===== src/ecw_pkg.sv =====
// Constants, types and helpers shared by the extended configuration window slice
// Functional notes
// Index bits 7:2 give the dword register number of each indirect access.
// Index bits 11:8 give the extended register number, joined with the dword number.
// Reading the window data register returns the register the index selects.
// Writing the window data register updates the register the index selects.
// Byte enables of the data register access apply to the selected register.
// Index pointing at the data register: reads give zero, writes are dropped.
// Index pointing at itself: writes through the data register change the index.
// Data register reads over SMBus give zero; SMBus writes have no effect.
// Header: identifier 0x1 in 15:0, version 0x1 in 19:16, lockable pointer 0x200.
// Flag bit 0 has no function; sticky write-one-to-clear, resets to zero.
// Flag bit 4 sets on link protocol error; software clears by writing one.
// Flag bit 5 sets on surprise down only while surprise_down_capable is set.
// Flag bit 12 sets on poisoned TLP, bit 13 on credit protocol error.
// Flag bits 14 and 15 are hardwired read-only zero.
// Flag bit 16 sets on unexpected completion, bit 17 on receiver overflow.
// Flag bits 18, 19, 20 set on malformed TLP, ECRC error, unsupported request.
// Flag bit 21, access control violation, is hardwired to zero.
// Bit 31 sets on memory double-bit error when enabled; else reads zero, read-only.
// Flags survive non-power-on resets, clear only by written ones; reserved bits zero. The code also clears bit 31 while double_bit_report_enable is low.
package ecw_pkg;

  // Byte offsets of the registers in this slice
  localparam logic [11:0] ECW_OFS_INDEX = 12'h0F8;
  localparam logic [11:0] ECW_OFS_DATA  = 12'h0FC;
  localparam logic [11:0] ECW_OFS_CAP   = 12'h100;
  localparam logic [11:0] ECW_OFS_FLAGS = 12'h104;

  // Same offsets as dword numbers, the form used on the request ports
  localparam logic [9:0] ECW_DW_INDEX = ECW_OFS_INDEX[11:2];
  localparam logic [9:0] ECW_DW_DATA  = ECW_OFS_DATA[11:2];
  localparam logic [9:0] ECW_DW_CAP   = ECW_OFS_CAP[11:2];
  localparam logic [9:0] ECW_DW_FLAGS = ECW_OFS_FLAGS[11:2];

  // Index register fields
  localparam int unsigned ECW_IDX_REG_LSB  = 2;
  localparam int unsigned ECW_IDX_REG_MSB  = 7;
  localparam int unsigned ECW_IDX_EXTENDED_INDEX_LSB = 8;
  localparam int unsigned ECW_IDX_EXTENDED_INDEX_MSB = 11;
  localparam logic [9:0]  ECW_INDEX_RST    = 10'h000;

  // Capability header fields and values
  localparam int unsigned ECW_CAP_VER_LSB = 16;
  localparam int unsigned ECW_CAP_PTR_LSB = 20;
  localparam logic [15:0] ECW_CAP_ID      = 16'h0001;
  localparam logic [3:0]  ECW_CAP_VER     = 4'h1;
  localparam logic [11:0] ECW_NEXT_PTR_RST = 12'h200;

  // Uncorrectable flag bit positions
  localparam int unsigned ECW_FB_UNUSED     = 0;
  localparam int unsigned ECW_FB_LINK_PROTO = 4;
  localparam int unsigned ECW_FB_SURPRISE   = 5;
  localparam int unsigned ECW_FB_POISONED   = 12;
  localparam int unsigned ECW_FB_CREDIT     = 13;
  localparam int unsigned ECW_FB_UNEXP_CPL  = 16;
  localparam int unsigned ECW_FB_RX_OVFL    = 17;
  localparam int unsigned ECW_FB_BAD_FORMAT = 18;
  localparam int unsigned ECW_FB_ECRC       = 19;
  localparam int unsigned ECW_FB_UNSUP_REQ  = 20;
  localparam int unsigned ECW_FB_DOUBLE_BIT = 31;
  // Bits that can ever hold a one, plus unused bit 0, which never sets; all others read zero
  localparam logic [31:0] ECW_FLAG_LIVE_MASK = 32'h801F3031;
  localparam logic [31:0] ECW_FLAGS_RST      = 32'h00000000;

  typedef enum logic [1:0] {
    ECW_IDLE = 2'b00,
    ECW_FWD  = 2'b01
  } ecw_state_e;

  // Expand four byte enables into a 32-bit lane mask
  function automatic logic [31:0] ecw_be_mask(input logic [3:0] be);
    ecw_be_mask = {{8{be[3]}}, {8{be[2]}}, {8{be[1]}}, {8{be[0]}}};
  endfunction : ecw_be_mask

  // Replace only the enabled bytes of a word
  function automatic logic [31:0] ecw_merge(input logic [31:0] old_w,
                                            input logic [31:0] new_w,
                                            input logic [3:0]  be);
    logic [31:0] m;
    m = ecw_be_mask(be);
    ecw_merge = (old_w & ~m) | (new_w & m);
  endfunction : ecw_merge

endpackage : ecw_pkg


===== src/ecw_flag_reg.sv =====
// Sticky uncorrectable error flags with write-one-to-clear
`timescale 1ns/10ps
module ecw_flag_reg (
  input  wire logic        clk,
  input  wire logic        rst,
  input  wire logic        ev_link_protocol,
  input  wire logic        ev_surprise_down,
  input  wire logic        ev_poisoned,
  input  wire logic        ev_credit_protocol,
  input  wire logic        ev_unexpected_completion,
  input  wire logic        ev_receiver_overflow,
  input  wire logic        ev_bad_format,
  input  wire logic        ev_ecrc,
  input  wire logic        ev_unsupported_request,
  input  wire logic        ev_double_bit,
  input  wire logic        surprise_down_capable,
  input  wire logic        double_bit_report_enable,
  input  wire logic        clr_we,
  input  wire logic [31:0] clr_data,
  input  wire logic [3:0]  clr_be,
  output logic      [31:0] flags
);

  typedef struct packed {
    logic [31:0] flags;
  } ecw_flag_s;

  ecw_flag_s r;
  ecw_flag_s n;
  logic [31:0] set_v;
  logic [31:0] clr_v;

  always_comb begin
    set_v = '0;
    set_v[ecw_pkg::ECW_FB_LINK_PROTO] = ev_link_protocol;
    set_v[ecw_pkg::ECW_FB_SURPRISE]   = ev_surprise_down & surprise_down_capable;
    set_v[ecw_pkg::ECW_FB_POISONED]   = ev_poisoned;
    set_v[ecw_pkg::ECW_FB_CREDIT]     = ev_credit_protocol;
    set_v[ecw_pkg::ECW_FB_UNEXP_CPL]  = ev_unexpected_completion;
    set_v[ecw_pkg::ECW_FB_RX_OVFL]    = ev_receiver_overflow;
    set_v[ecw_pkg::ECW_FB_BAD_FORMAT] = ev_bad_format;
    set_v[ecw_pkg::ECW_FB_ECRC]       = ev_ecrc;
    set_v[ecw_pkg::ECW_FB_UNSUP_REQ]  = ev_unsupported_request;
    set_v[ecw_pkg::ECW_FB_DOUBLE_BIT] = ev_double_bit & double_bit_report_enable;
    clr_v = clr_we ? (clr_data & ecw_pkg::ecw_be_mask(clr_be)) : '0;
    n = r;
    // A new event in the clearing cycle keeps the flag set
    n.flags = ((r.flags & ~clr_v) | set_v) & ecw_pkg::ECW_FLAG_LIVE_MASK;
    if (!double_bit_report_enable) begin
      n.flags[ecw_pkg::ECW_FB_DOUBLE_BIT] = 1'b0;
    end
  end

  // Only power-on reset reaches these flags
  always_ff @(posedge clk or posedge rst) begin
    if (rst) begin
      r.flags <= ecw_pkg::ECW_FLAGS_RST;
    end else begin
      r <= n;
    end
  end

  assign flags = r.flags;

endmodule : ecw_flag_reg


===== src/ecw_cap_hdr.sv =====
// Error reporting capability header with lockable next pointer
`timescale 1ns/10ps
module ecw_cap_hdr (
  input  wire logic        clk,
  input  wire logic        rst,
  input  wire logic        next_ptr_lock,
  input  wire logic        we,
  input  wire logic [31:0] wdata,
  input  wire logic [3:0]  be,
  output logic      [31:0] header
);

  typedef struct packed {
    logic [11:0] next_ptr;
  } ecw_cap_s;

  ecw_cap_s    r;
  ecw_cap_s    n;
  logic [31:0] merged;

  always_comb begin
    n = r;
    merged = ecw_pkg::ecw_merge(header, wdata, be);
    // Locked pointer ignores writes
    if (we && !next_ptr_lock) begin
      n.next_ptr = merged[31:ecw_pkg::ECW_CAP_PTR_LSB];
    end
  end

  always_ff @(posedge clk or posedge rst) begin
    if (rst) begin
      r.next_ptr <= ecw_pkg::ECW_NEXT_PTR_RST;
    end else begin
      r <= n;
    end
  end

  assign header = {r.next_ptr, ecw_pkg::ECW_CAP_VER, ecw_pkg::ECW_CAP_ID};

endmodule : ecw_cap_hdr


===== src/ecw_ext_cfg_window.sv =====
// Extended configuration access window and error reporting status slice
`timescale 1ns/10ps
module ecw_ext_cfg_window (
  input  wire logic        clk,
  input  wire logic        rst,
  input  wire logic        hot_rst,
  input  wire logic        cfg_req,
  input  wire logic        cfg_wr,
  input  wire logic        cfg_smbus,
  input  wire logic [9:0]  cfg_dw_addr,
  input  wire logic [3:0]  cfg_be,
  input  wire logic [31:0] cfg_wdata,
  output logic             cfg_ready,
  output logic             cfg_ack,
  output logic      [31:0] cfg_rdata,
  output logic             tgt_req,
  output logic             tgt_wr,
  output logic      [9:0]  tgt_dw_addr,
  output logic      [3:0]  tgt_be,
  output logic      [31:0] tgt_wdata,
  input  wire logic        tgt_ack,
  input  wire logic [31:0] tgt_rdata,
  input  wire logic        next_ptr_lock,
  input  wire logic        surprise_down_capable,
  input  wire logic        double_bit_report_enable,
  input  wire logic        ev_link_protocol,
  input  wire logic        ev_surprise_down,
  input  wire logic        ev_poisoned,
  input  wire logic        ev_credit_protocol,
  input  wire logic        ev_unexpected_completion,
  input  wire logic        ev_receiver_overflow,
  input  wire logic        ev_bad_format,
  input  wire logic        ev_ecrc,
  input  wire logic        ev_unsupported_request,
  input  wire logic        ev_double_bit,
  output logic      [31:0] uncorrectable_error_flags
);

  typedef struct packed {
    ecw_pkg::ecw_state_e state;
    logic [9:0]          index;
    logic                ack;
    logic [31:0]         rdata;
    logic                tgt_req;
    logic                tgt_wr;
    logic [9:0]          tgt_dw_addr;
    logic [3:0]          tgt_be;
    logic [31:0]         tgt_wdata;
  } ecw_win_s;

  ecw_win_s    r;
  ecw_win_s    n;
  logic        lw_en;
  logic [9:0]  lw_dw;
  logic [9:0]  sel_dw;
  logic [31:0] idx_word;
  logic [31:0] idx_merged;
  logic [31:0] cap_header;
  logic [31:0] flags_word;
  logic        cap_we;
  logic        flag_we;

  // Registers answered inside this slice
  function automatic logic is_local(input logic [9:0] dw);
    is_local = (dw == ecw_pkg::ECW_DW_INDEX) || (dw == ecw_pkg::ECW_DW_DATA) ||
               (dw == ecw_pkg::ECW_DW_CAP) || (dw == ecw_pkg::ECW_DW_FLAGS);
  endfunction : is_local

  // Read value of a local register; the data register itself reads zero
  function automatic logic [31:0] local_rd(input logic [9:0]  dw,
                                           input logic [31:0] idx_w,
                                           input logic [31:0] cap_w,
                                           input logic [31:0] flg_w);
    if (dw == ecw_pkg::ECW_DW_INDEX) begin
      local_rd = idx_w;
    end else if (dw == ecw_pkg::ECW_DW_CAP) begin
      local_rd = cap_w;
    end else if (dw == ecw_pkg::ECW_DW_FLAGS) begin
      local_rd = flg_w;
    end else begin
      local_rd = '0;
    end
  endfunction : local_rd

  // Index word as software sees it; bits 1:0 and 31:12 read zero
  assign idx_word = {20'h00000, r.index, 2'b00};

  always_comb begin
    n          = r;
    n.ack      = 1'b0;
    lw_en      = 1'b0;
    lw_dw      = cfg_dw_addr;
    // Register number and extended register number form the target dword
    sel_dw     = {r.index[ecw_pkg::ECW_IDX_EXTENDED_INDEX_MSB - 2:ecw_pkg::ECW_IDX_EXTENDED_INDEX_LSB - 2],
                  r.index[ecw_pkg::ECW_IDX_REG_MSB - 2:ecw_pkg::ECW_IDX_REG_LSB - 2]};
    idx_merged = ecw_pkg::ecw_merge(idx_word, cfg_wdata, cfg_be);
    case (r.state)
      ecw_pkg::ECW_IDLE: begin
        if (cfg_req) begin
          if (cfg_dw_addr == ecw_pkg::ECW_DW_DATA) begin
            if (cfg_smbus) begin
              n.ack   = 1'b1;
              n.rdata = '0;
            end else if (sel_dw == ecw_pkg::ECW_DW_DATA) begin
              n.ack   = 1'b1;
              n.rdata = '0;
            end else if (is_local(sel_dw)) begin
              // Indirect access landing on a register of this slice
              n.ack   = 1'b1;
              lw_en   = cfg_wr;
              lw_dw   = sel_dw;
              n.rdata = cfg_wr ? '0 :
                        (local_rd(sel_dw, idx_word, cap_header, flags_word) &
                         ecw_pkg::ecw_be_mask(cfg_be));
            end else begin
              // Hand the access to the rest of configuration space
              n.tgt_req     = 1'b1;
              n.tgt_wr      = cfg_wr;
              n.tgt_dw_addr = sel_dw;
              n.tgt_be      = cfg_be;
              n.tgt_wdata   = cfg_wdata;
              n.state       = ecw_pkg::ECW_FWD;
            end
          end else if (is_local(cfg_dw_addr)) begin
            n.ack   = 1'b1;
            lw_en   = cfg_wr;
            lw_dw   = cfg_dw_addr;
            n.rdata = cfg_wr ? '0 :
                      (local_rd(cfg_dw_addr, idx_word, cap_header, flags_word) &
                       ecw_pkg::ecw_be_mask(cfg_be));
          end else begin
            // Outside this slice: read zero, write dropped
            n.ack   = 1'b1;
            n.rdata = '0;
          end
        end
      end
      ecw_pkg::ECW_FWD: begin
        if (tgt_ack) begin
          n.tgt_req = 1'b0;
          n.ack     = 1'b1;
          n.rdata   = r.tgt_wr ? '0 : (tgt_rdata & ecw_pkg::ecw_be_mask(r.tgt_be));
          n.state   = ecw_pkg::ECW_IDLE;
        end
      end
      default: begin
        n.tgt_req = 1'b0;
        n.state   = ecw_pkg::ECW_IDLE;
      end
    endcase
    if (lw_en && (lw_dw == ecw_pkg::ECW_DW_INDEX)) begin
      n.index = idx_merged[ecw_pkg::ECW_IDX_EXTENDED_INDEX_MSB:ecw_pkg::ECW_IDX_REG_LSB];
    end
    // Hot reset clears the non-sticky index only
    if (hot_rst) begin
      n.index = ecw_pkg::ECW_INDEX_RST;
    end
  end

  always_ff @(posedge clk or posedge rst) begin
    if (rst) begin
      r.state       <= ecw_pkg::ECW_IDLE;
      r.index       <= ecw_pkg::ECW_INDEX_RST;
      r.ack         <= 1'b0;
      r.rdata       <= 32'h00000000;
      r.tgt_req     <= 1'b0;
      r.tgt_wr      <= 1'b0;
      r.tgt_dw_addr <= 10'h000;
      r.tgt_be      <= 4'h0;
      r.tgt_wdata   <= 32'h00000000;
    end else begin
      r <= n;
    end
  end

  assign cap_we  = lw_en && (lw_dw == ecw_pkg::ECW_DW_CAP);
  assign flag_we = lw_en && (lw_dw == ecw_pkg::ECW_DW_FLAGS);

  ecw_cap_hdr u_cap_hdr (
    .clk           (clk),
    .rst           (rst),
    .next_ptr_lock (next_ptr_lock),
    .we            (cap_we),
    .wdata         (cfg_wdata),
    .be            (cfg_be),
    .header        (cap_header)
  );

  ecw_flag_reg u_flag_reg (
    .clk                      (clk),
    .rst                      (rst),
    .ev_link_protocol         (ev_link_protocol),
    .ev_surprise_down         (ev_surprise_down),
    .ev_poisoned              (ev_poisoned),
    .ev_credit_protocol       (ev_credit_protocol),
    .ev_unexpected_completion (ev_unexpected_completion),
    .ev_receiver_overflow     (ev_receiver_overflow),
    .ev_bad_format            (ev_bad_format),
    .ev_ecrc                  (ev_ecrc),
    .ev_unsupported_request   (ev_unsupported_request),
    .ev_double_bit            (ev_double_bit),
    .surprise_down_capable    (surprise_down_capable),
    .double_bit_report_enable (double_bit_report_enable),
    .clr_we                   (flag_we),
    .clr_data                 (cfg_wdata),
    .clr_be                   (cfg_be),
    .flags                    (flags_word)
  );

  assign cfg_ready                 = (r.state == ecw_pkg::ECW_IDLE);
  assign cfg_ack                   = r.ack;
  assign cfg_rdata                 = r.rdata;
  assign tgt_req                   = r.tgt_req;
  assign tgt_wr                    = r.tgt_wr;
  assign tgt_dw_addr               = r.tgt_dw_addr;
  assign tgt_be                    = r.tgt_be;
  assign tgt_wdata                 = r.tgt_wdata;
  assign uncorrectable_error_flags = flags_word;

endmodule : ecw_ext_cfg_window


===== config.mk =====
export PLATFORM = sky130hd
export DESIGN_NAME = ecw_ext_cfg_window
export DESIGN_NICKNAME = d
export VERILOG_FILES = /design/src/ecw_pkg.sv /design/src/ecw_flag_reg.sv /design/src/ecw_cap_hdr.sv /design/src/ecw_ext_cfg_window.sv
export SDC_FILE = /design/constraint.sdc
export NUM_CORES = 1
export LEC_CHECK = 0
export BUFFER_PORTS_ARGS = -buffer_cell sky130_fd_sc_hd__buf_2
export CORE_AREA = 5 5 123 125
export DETAILED_ROUTE_END_ITERATION = 8
export DIE_AREA = 0 0 128 130
export PLACE_DENSITY_LB_ADDON = 0.1
export SYNTH_ARGS = -nofsm -noshare
export SYNTH_HDL_FRONTEND = slang
export SYNTH_SLANG_ARGS = --single-unit
export TNS_END_PERCENT = 30

===== constraint.sdc =====
create_clock -name clk -period 7.1 [get_ports clk]
set_input_delay 0.71 -clock clk [delete_from_list [all_inputs] [get_ports clk]]
set_output_delay 0.71 -clock clk [all_outputs]
set_load 0.01 [all_outputs]

* Yosys cells after proc, flatten, opt, wreduce, memory -nomap -nowiden
Index checks and enable logic that the tools add are counted.
Word-level totals: flip-flop bits (word level) 116, word-level logic and storage cells 120
Cells by class: eq/ne operators 19, mux-type cells 56, bitwise logic cells 17, reductions and logical operators 17
Operators by type and width (number):
- 32-bit two-way mux | 21
- 32-bit bitwise AND | 6
- 48-bit two-way mux | 4
- 33-bit two-way mux | 4
- 81-bit two-way mux | 1
- 10-bit two-way mux | 8
- 33-bit case mux with 2 select lines | 1
- 32-bit inverter | 2
- 32-bit OR | 2
- 10-bit by 7-bit == test with 1-bit output, second input constant | 6
- 10-bit by 6-bit == test with 1-bit output, second input constant | 5
- 34-bit two-way mux | 1
- 12-bit bitwise AND | 1
- 2-bit two-way mux | 6
- 12-bit OR | 1
- 6-bit AND reduction | 2
- 2-bit != test, second input constant | 5
- 1-bit two-way mux | 8
- 1-bit logical OR | 6
- 5-bit != test, second input constant | 1
- 1-bit logical AND | 4
- 2-bit case mux with 2 select lines | 1
- 4-bit AND reduction | 1
- 2-bit nonzero test | 2
- 7 further kinds | 10

* Depth between registers and ports, before layout
depth in word-level cells 18, depth in mapped cells 8, depth with buffers taken out 6

* Modules after synthesis
Synthesis repeated with hierarchy kept, for this count alone.
Second synthesis, totals: cell total of the unflattened synthesis 629, area total of the unflattened synthesis 6770.2 um^2
By module, submodules not included:
- ecw_ext_cfg_window | times used 1, cells each 522, area each 5551.6 um^2, sequential area each 2302.2 um^2
- ecw_cap_hdr | times used 1, cells each 49, area each 625.6 um^2, sequential area each 301.5 um^2
- ecw_flag_reg | times used 1, cells each 58, area each 593.1 um^2, sequential area each 275.3 um^2

* Least setup slack after synthesis
Ideal clock, no wire load.
path type input port to flip-flop, start point in cfg_dw_addr[3], end point reg (tool-made name), library setup time 0.125 ns, arrival 2.529 ns, required time 6.975 ns, slack 4.446 ns, cell stages on the path 6, buffers on the path 1, cell sequence or4b_2 or3_1 o32ai_1 nand4bb_1 buf_4 mux2_4
RTL lines:
- start, declared | line ecw_ext_cfg_window.sv:10 | input wire logic [9:0] cfg_dw_addr,

==> key figures <==
Outcome
  • Status: completed

Final layout
  • Layout area overhead: 19.2%
  • Post-Layout Cell Count: 799
  • Most common cell after layout, fill and taps aside: buf_2
  • Cell area after layout: 6840 µm²
  • Filler cells: approximately 1300
  • Commonest cells after routing, fill and taps aside: 190 x buf_2, 114 x dfrtp_1, 47 x mux2_2
  • Final #Nets: 703
  • Fraction of layout cells with a size suffix above 1: 0.475

GRT
  • Number of global-route vias before repair: 4323
  • Gr usage total: 0.189
  • First-pass GRT wire length: about 24000 µm
  • Initial antenna violation count: 2
  • Largest net degree at the start of global routing: 67
  • Grt total ovfl: 0

Yosys
  • Cells after Synth: between 400 and 500
  • Unique cell type count in the Yosys netlist: 55
  • Netlist Area Pre-Place: 5740 µm²
  • Ys flop type: dfrtp_1
  • Seq/Total Area, Yosys: 0.502
  • Main area contributors after synthesis: dfrtp_1 50%, buf_4 13%, mux2_2 9.2%
  • Post-synth ARST share: 1.00
  • Post-synth EDFFs: 0
  • FF+latch count, synth: roughly 120
  • Synth warnings: 0
  • Top-area cell type share of the netlist area: 0.497
  • Area leader, netlist: dfrtp_1
  • Avg Cell Area, Syn: 11.7 µm²

Timing
  • Setup tns final: 0 ns
  • Max Slew Vio Count: 0
  • Slew headroom: 0.310
  • Final Critical Period: 3.71 ns
  • PnR worst setup slack: ~3.4 ns
  • Final clock skew: ~0.02 ns
  • Tcrit/Tclk final: 0.523
  • Final setup fails: 0
  • Final hold vios: 0
  • Worst-Margin Slew: 1.03 ns
  • FMAX: 269 MHz
  • RSZ-0062 raised after global routing: no

CTS
  • Clk_lat worst skew: approximately 0.42 ns
  • Total CTS buffers: 17
  • CTS clk-pin slew, worst paths: 0.05 ns
  • CTS root buf: clkbuf_16
  • Post-CTS resize count: 0
  • Post-CTS Setup Bufs: 0
  • Cts hold-fix bufs: 0
  • H-tree levels: 4
  • CTS tree: yes
  • CTS max path bufs: 2
  • CTS Sinks: 115

Route
  • DRC Markers: 0
  • Final ANT Viol Nets: 0
  • Pre-Repair DR Iteration Count: 5
  • Vias per inst: about 5.1
  • Vias: 4045
  • Iteration-0 DRC Markers: about 170
  • Wire per inst: 19.2 µm
  • Final wirelength: 15300 µm

Min path
  • Hold Crit Class: in -> async

Worst setup path
  • Arr. time, crit path: ~4 ns
  • Worst Setup Path Type: reg -> reg
  • R2R depth: 6
  • R2R Path Start: sel_dw[7]
  • Beginning of the critical path: sel_dw[7]
  • Critical Path RT: approximately 7.4 ns
  • R2r setup slk: 3.39 ns
  • CP endpoint kind: flip-flop
  • Setup crit start kind: flip-flop
  • Max FO, Critical Path: 12

Place
  • Area post-placement: 6190 µm²
  • Port bufs: 190
  • DP Worst Slack: 3.09 ns
  • Placed cell count: 766
  • Placer Congestion: 0.854
  • Post-DP HPWL: 11500 µm

Floorplan
  • Die boundary width: 128 µm
  • Die height: 130 µm
  • Die ar.: around 17000 µm²
  • I/O pins: 212
  • FP Rows: 43
  • Core outline area: 13800 µm²
  • Initial Util: 0.417

Pwr
  • Pleak: 0.00370 µW
  • Pwr/cell area: 244 nW/µm²
  • Peak supply drop: about 0.13 mV

Job
  • Max-cap violations: 0
[Yosys cell counts (all sizes together), types with 2 or more instances]
cell type and n:
a211oi 2, a21o 12, a21oi 7, a221o 9, a222oi 7, a22o 9, a22oi 11, a31oi 2
and2 4, and3 7, buf 111, clkbuf 6, dfrtp 114, inv 13, mux2 59, mux2i 11
nand2 27, nand2b 2, nand4 14, nand4bb 2, nor2 24, nor3 3, nor3b 2, nor4 3
o21ai 4, o22a 2, or2 2, or3 4, or4 2, or4b 2
[per-layer routing]
| metal | wire length, µm | track usage | vias up |
|---|---|---|---|
| li1 | - | - | 1871 |
| met1 | 6680 | 0.254 | 1980 |
| met2 | 7100 | 0.286 | 171 |
| met3 | 1270 | 0.0626 | 21 |
| met4 | 244 | 0.0712 | 2 |
| met5 | 13 | 0 | - |
[power breakdown]
group | switching, µW | internal [µW] | leakage (µW)
combinational | 49.7 | 28.0 | 0.00186
sequential | 1.83 | 659 | 0.00155
clock | 292 | 638 | 0.000302
total | 343 | 1330 | 0.00370
[final cells by class]
class / count / area (µm²) / area share
multi-input combinational: 265 / 2060 / 0.302
inverter: 13 / 51.3 / 0.00750
clock buffer: 22 / 464 / 0.0679
clock inverter: 9 / 178 / 0.0260
sequential: 115 / 2880 / 0.421
antenna: 2 / 5.00 / 0.000732
tap: 180 / 225 / 0.0329
timing repair buffer: 193 / 973 / 0.142
[logic make-up (layout without fill, tap and decap cells)]
logic type / count (synthesis) / in the layout / synth area share
AO/OA/AOI/OAI: 73 / 73 / 0.105
other: 1 / 23 / 0.000654
AND/OR/NAND/NOR: 101 / 101 / 0.0992
multiplexers: 70 / 70 / 0.140
flip-flops: 115 / 115 / 0.502
buffers and inverters: 130 / 237 / 0.154
[metrics by stage]
stage	hold slack (ns)	utilization	total power (µW)
2_1_floorplan	0.445	-	715
3_3_place_gp	0.456	0.450	751
3_5_place_dp	0.466	0.450	751
4_1_cts	0.450	0.496	1690
5_1_grt	0.450	0.496	1730
6_report	0.457	0.497	1670
[worst min path at each step]
stage / slack, ns / to / start / cells past startpoint
floorplan: 0.45 / cfg_rdata[21] / flip-flop / 1
CTS: 0.45 / u_flag_reg.flags[19] / ev_ecrc / 2
finish: 0.46 / cfg_rdata[26] / rst / 2
global route: 0.45 / u_flag_reg.flags[19] / ev_ecrc / 2
global placement: 0.46 / cfg_rdata[21] / flip-flop / 1
detailed placement: 0.47 / cfg_rdata[22] / flip-flop / 1
[critical path, cell delays in order (launching register included)]
cell and delay (ns):
dfrtp_1 0.47, or4_4 0.59, nor4_4 0.27, o21ai_1 0.16, o32ai_2 0.86, nand4bb_1 0.73, mux2_4 0.51
No activity file was read; power rests on OpenSTA's default activity.
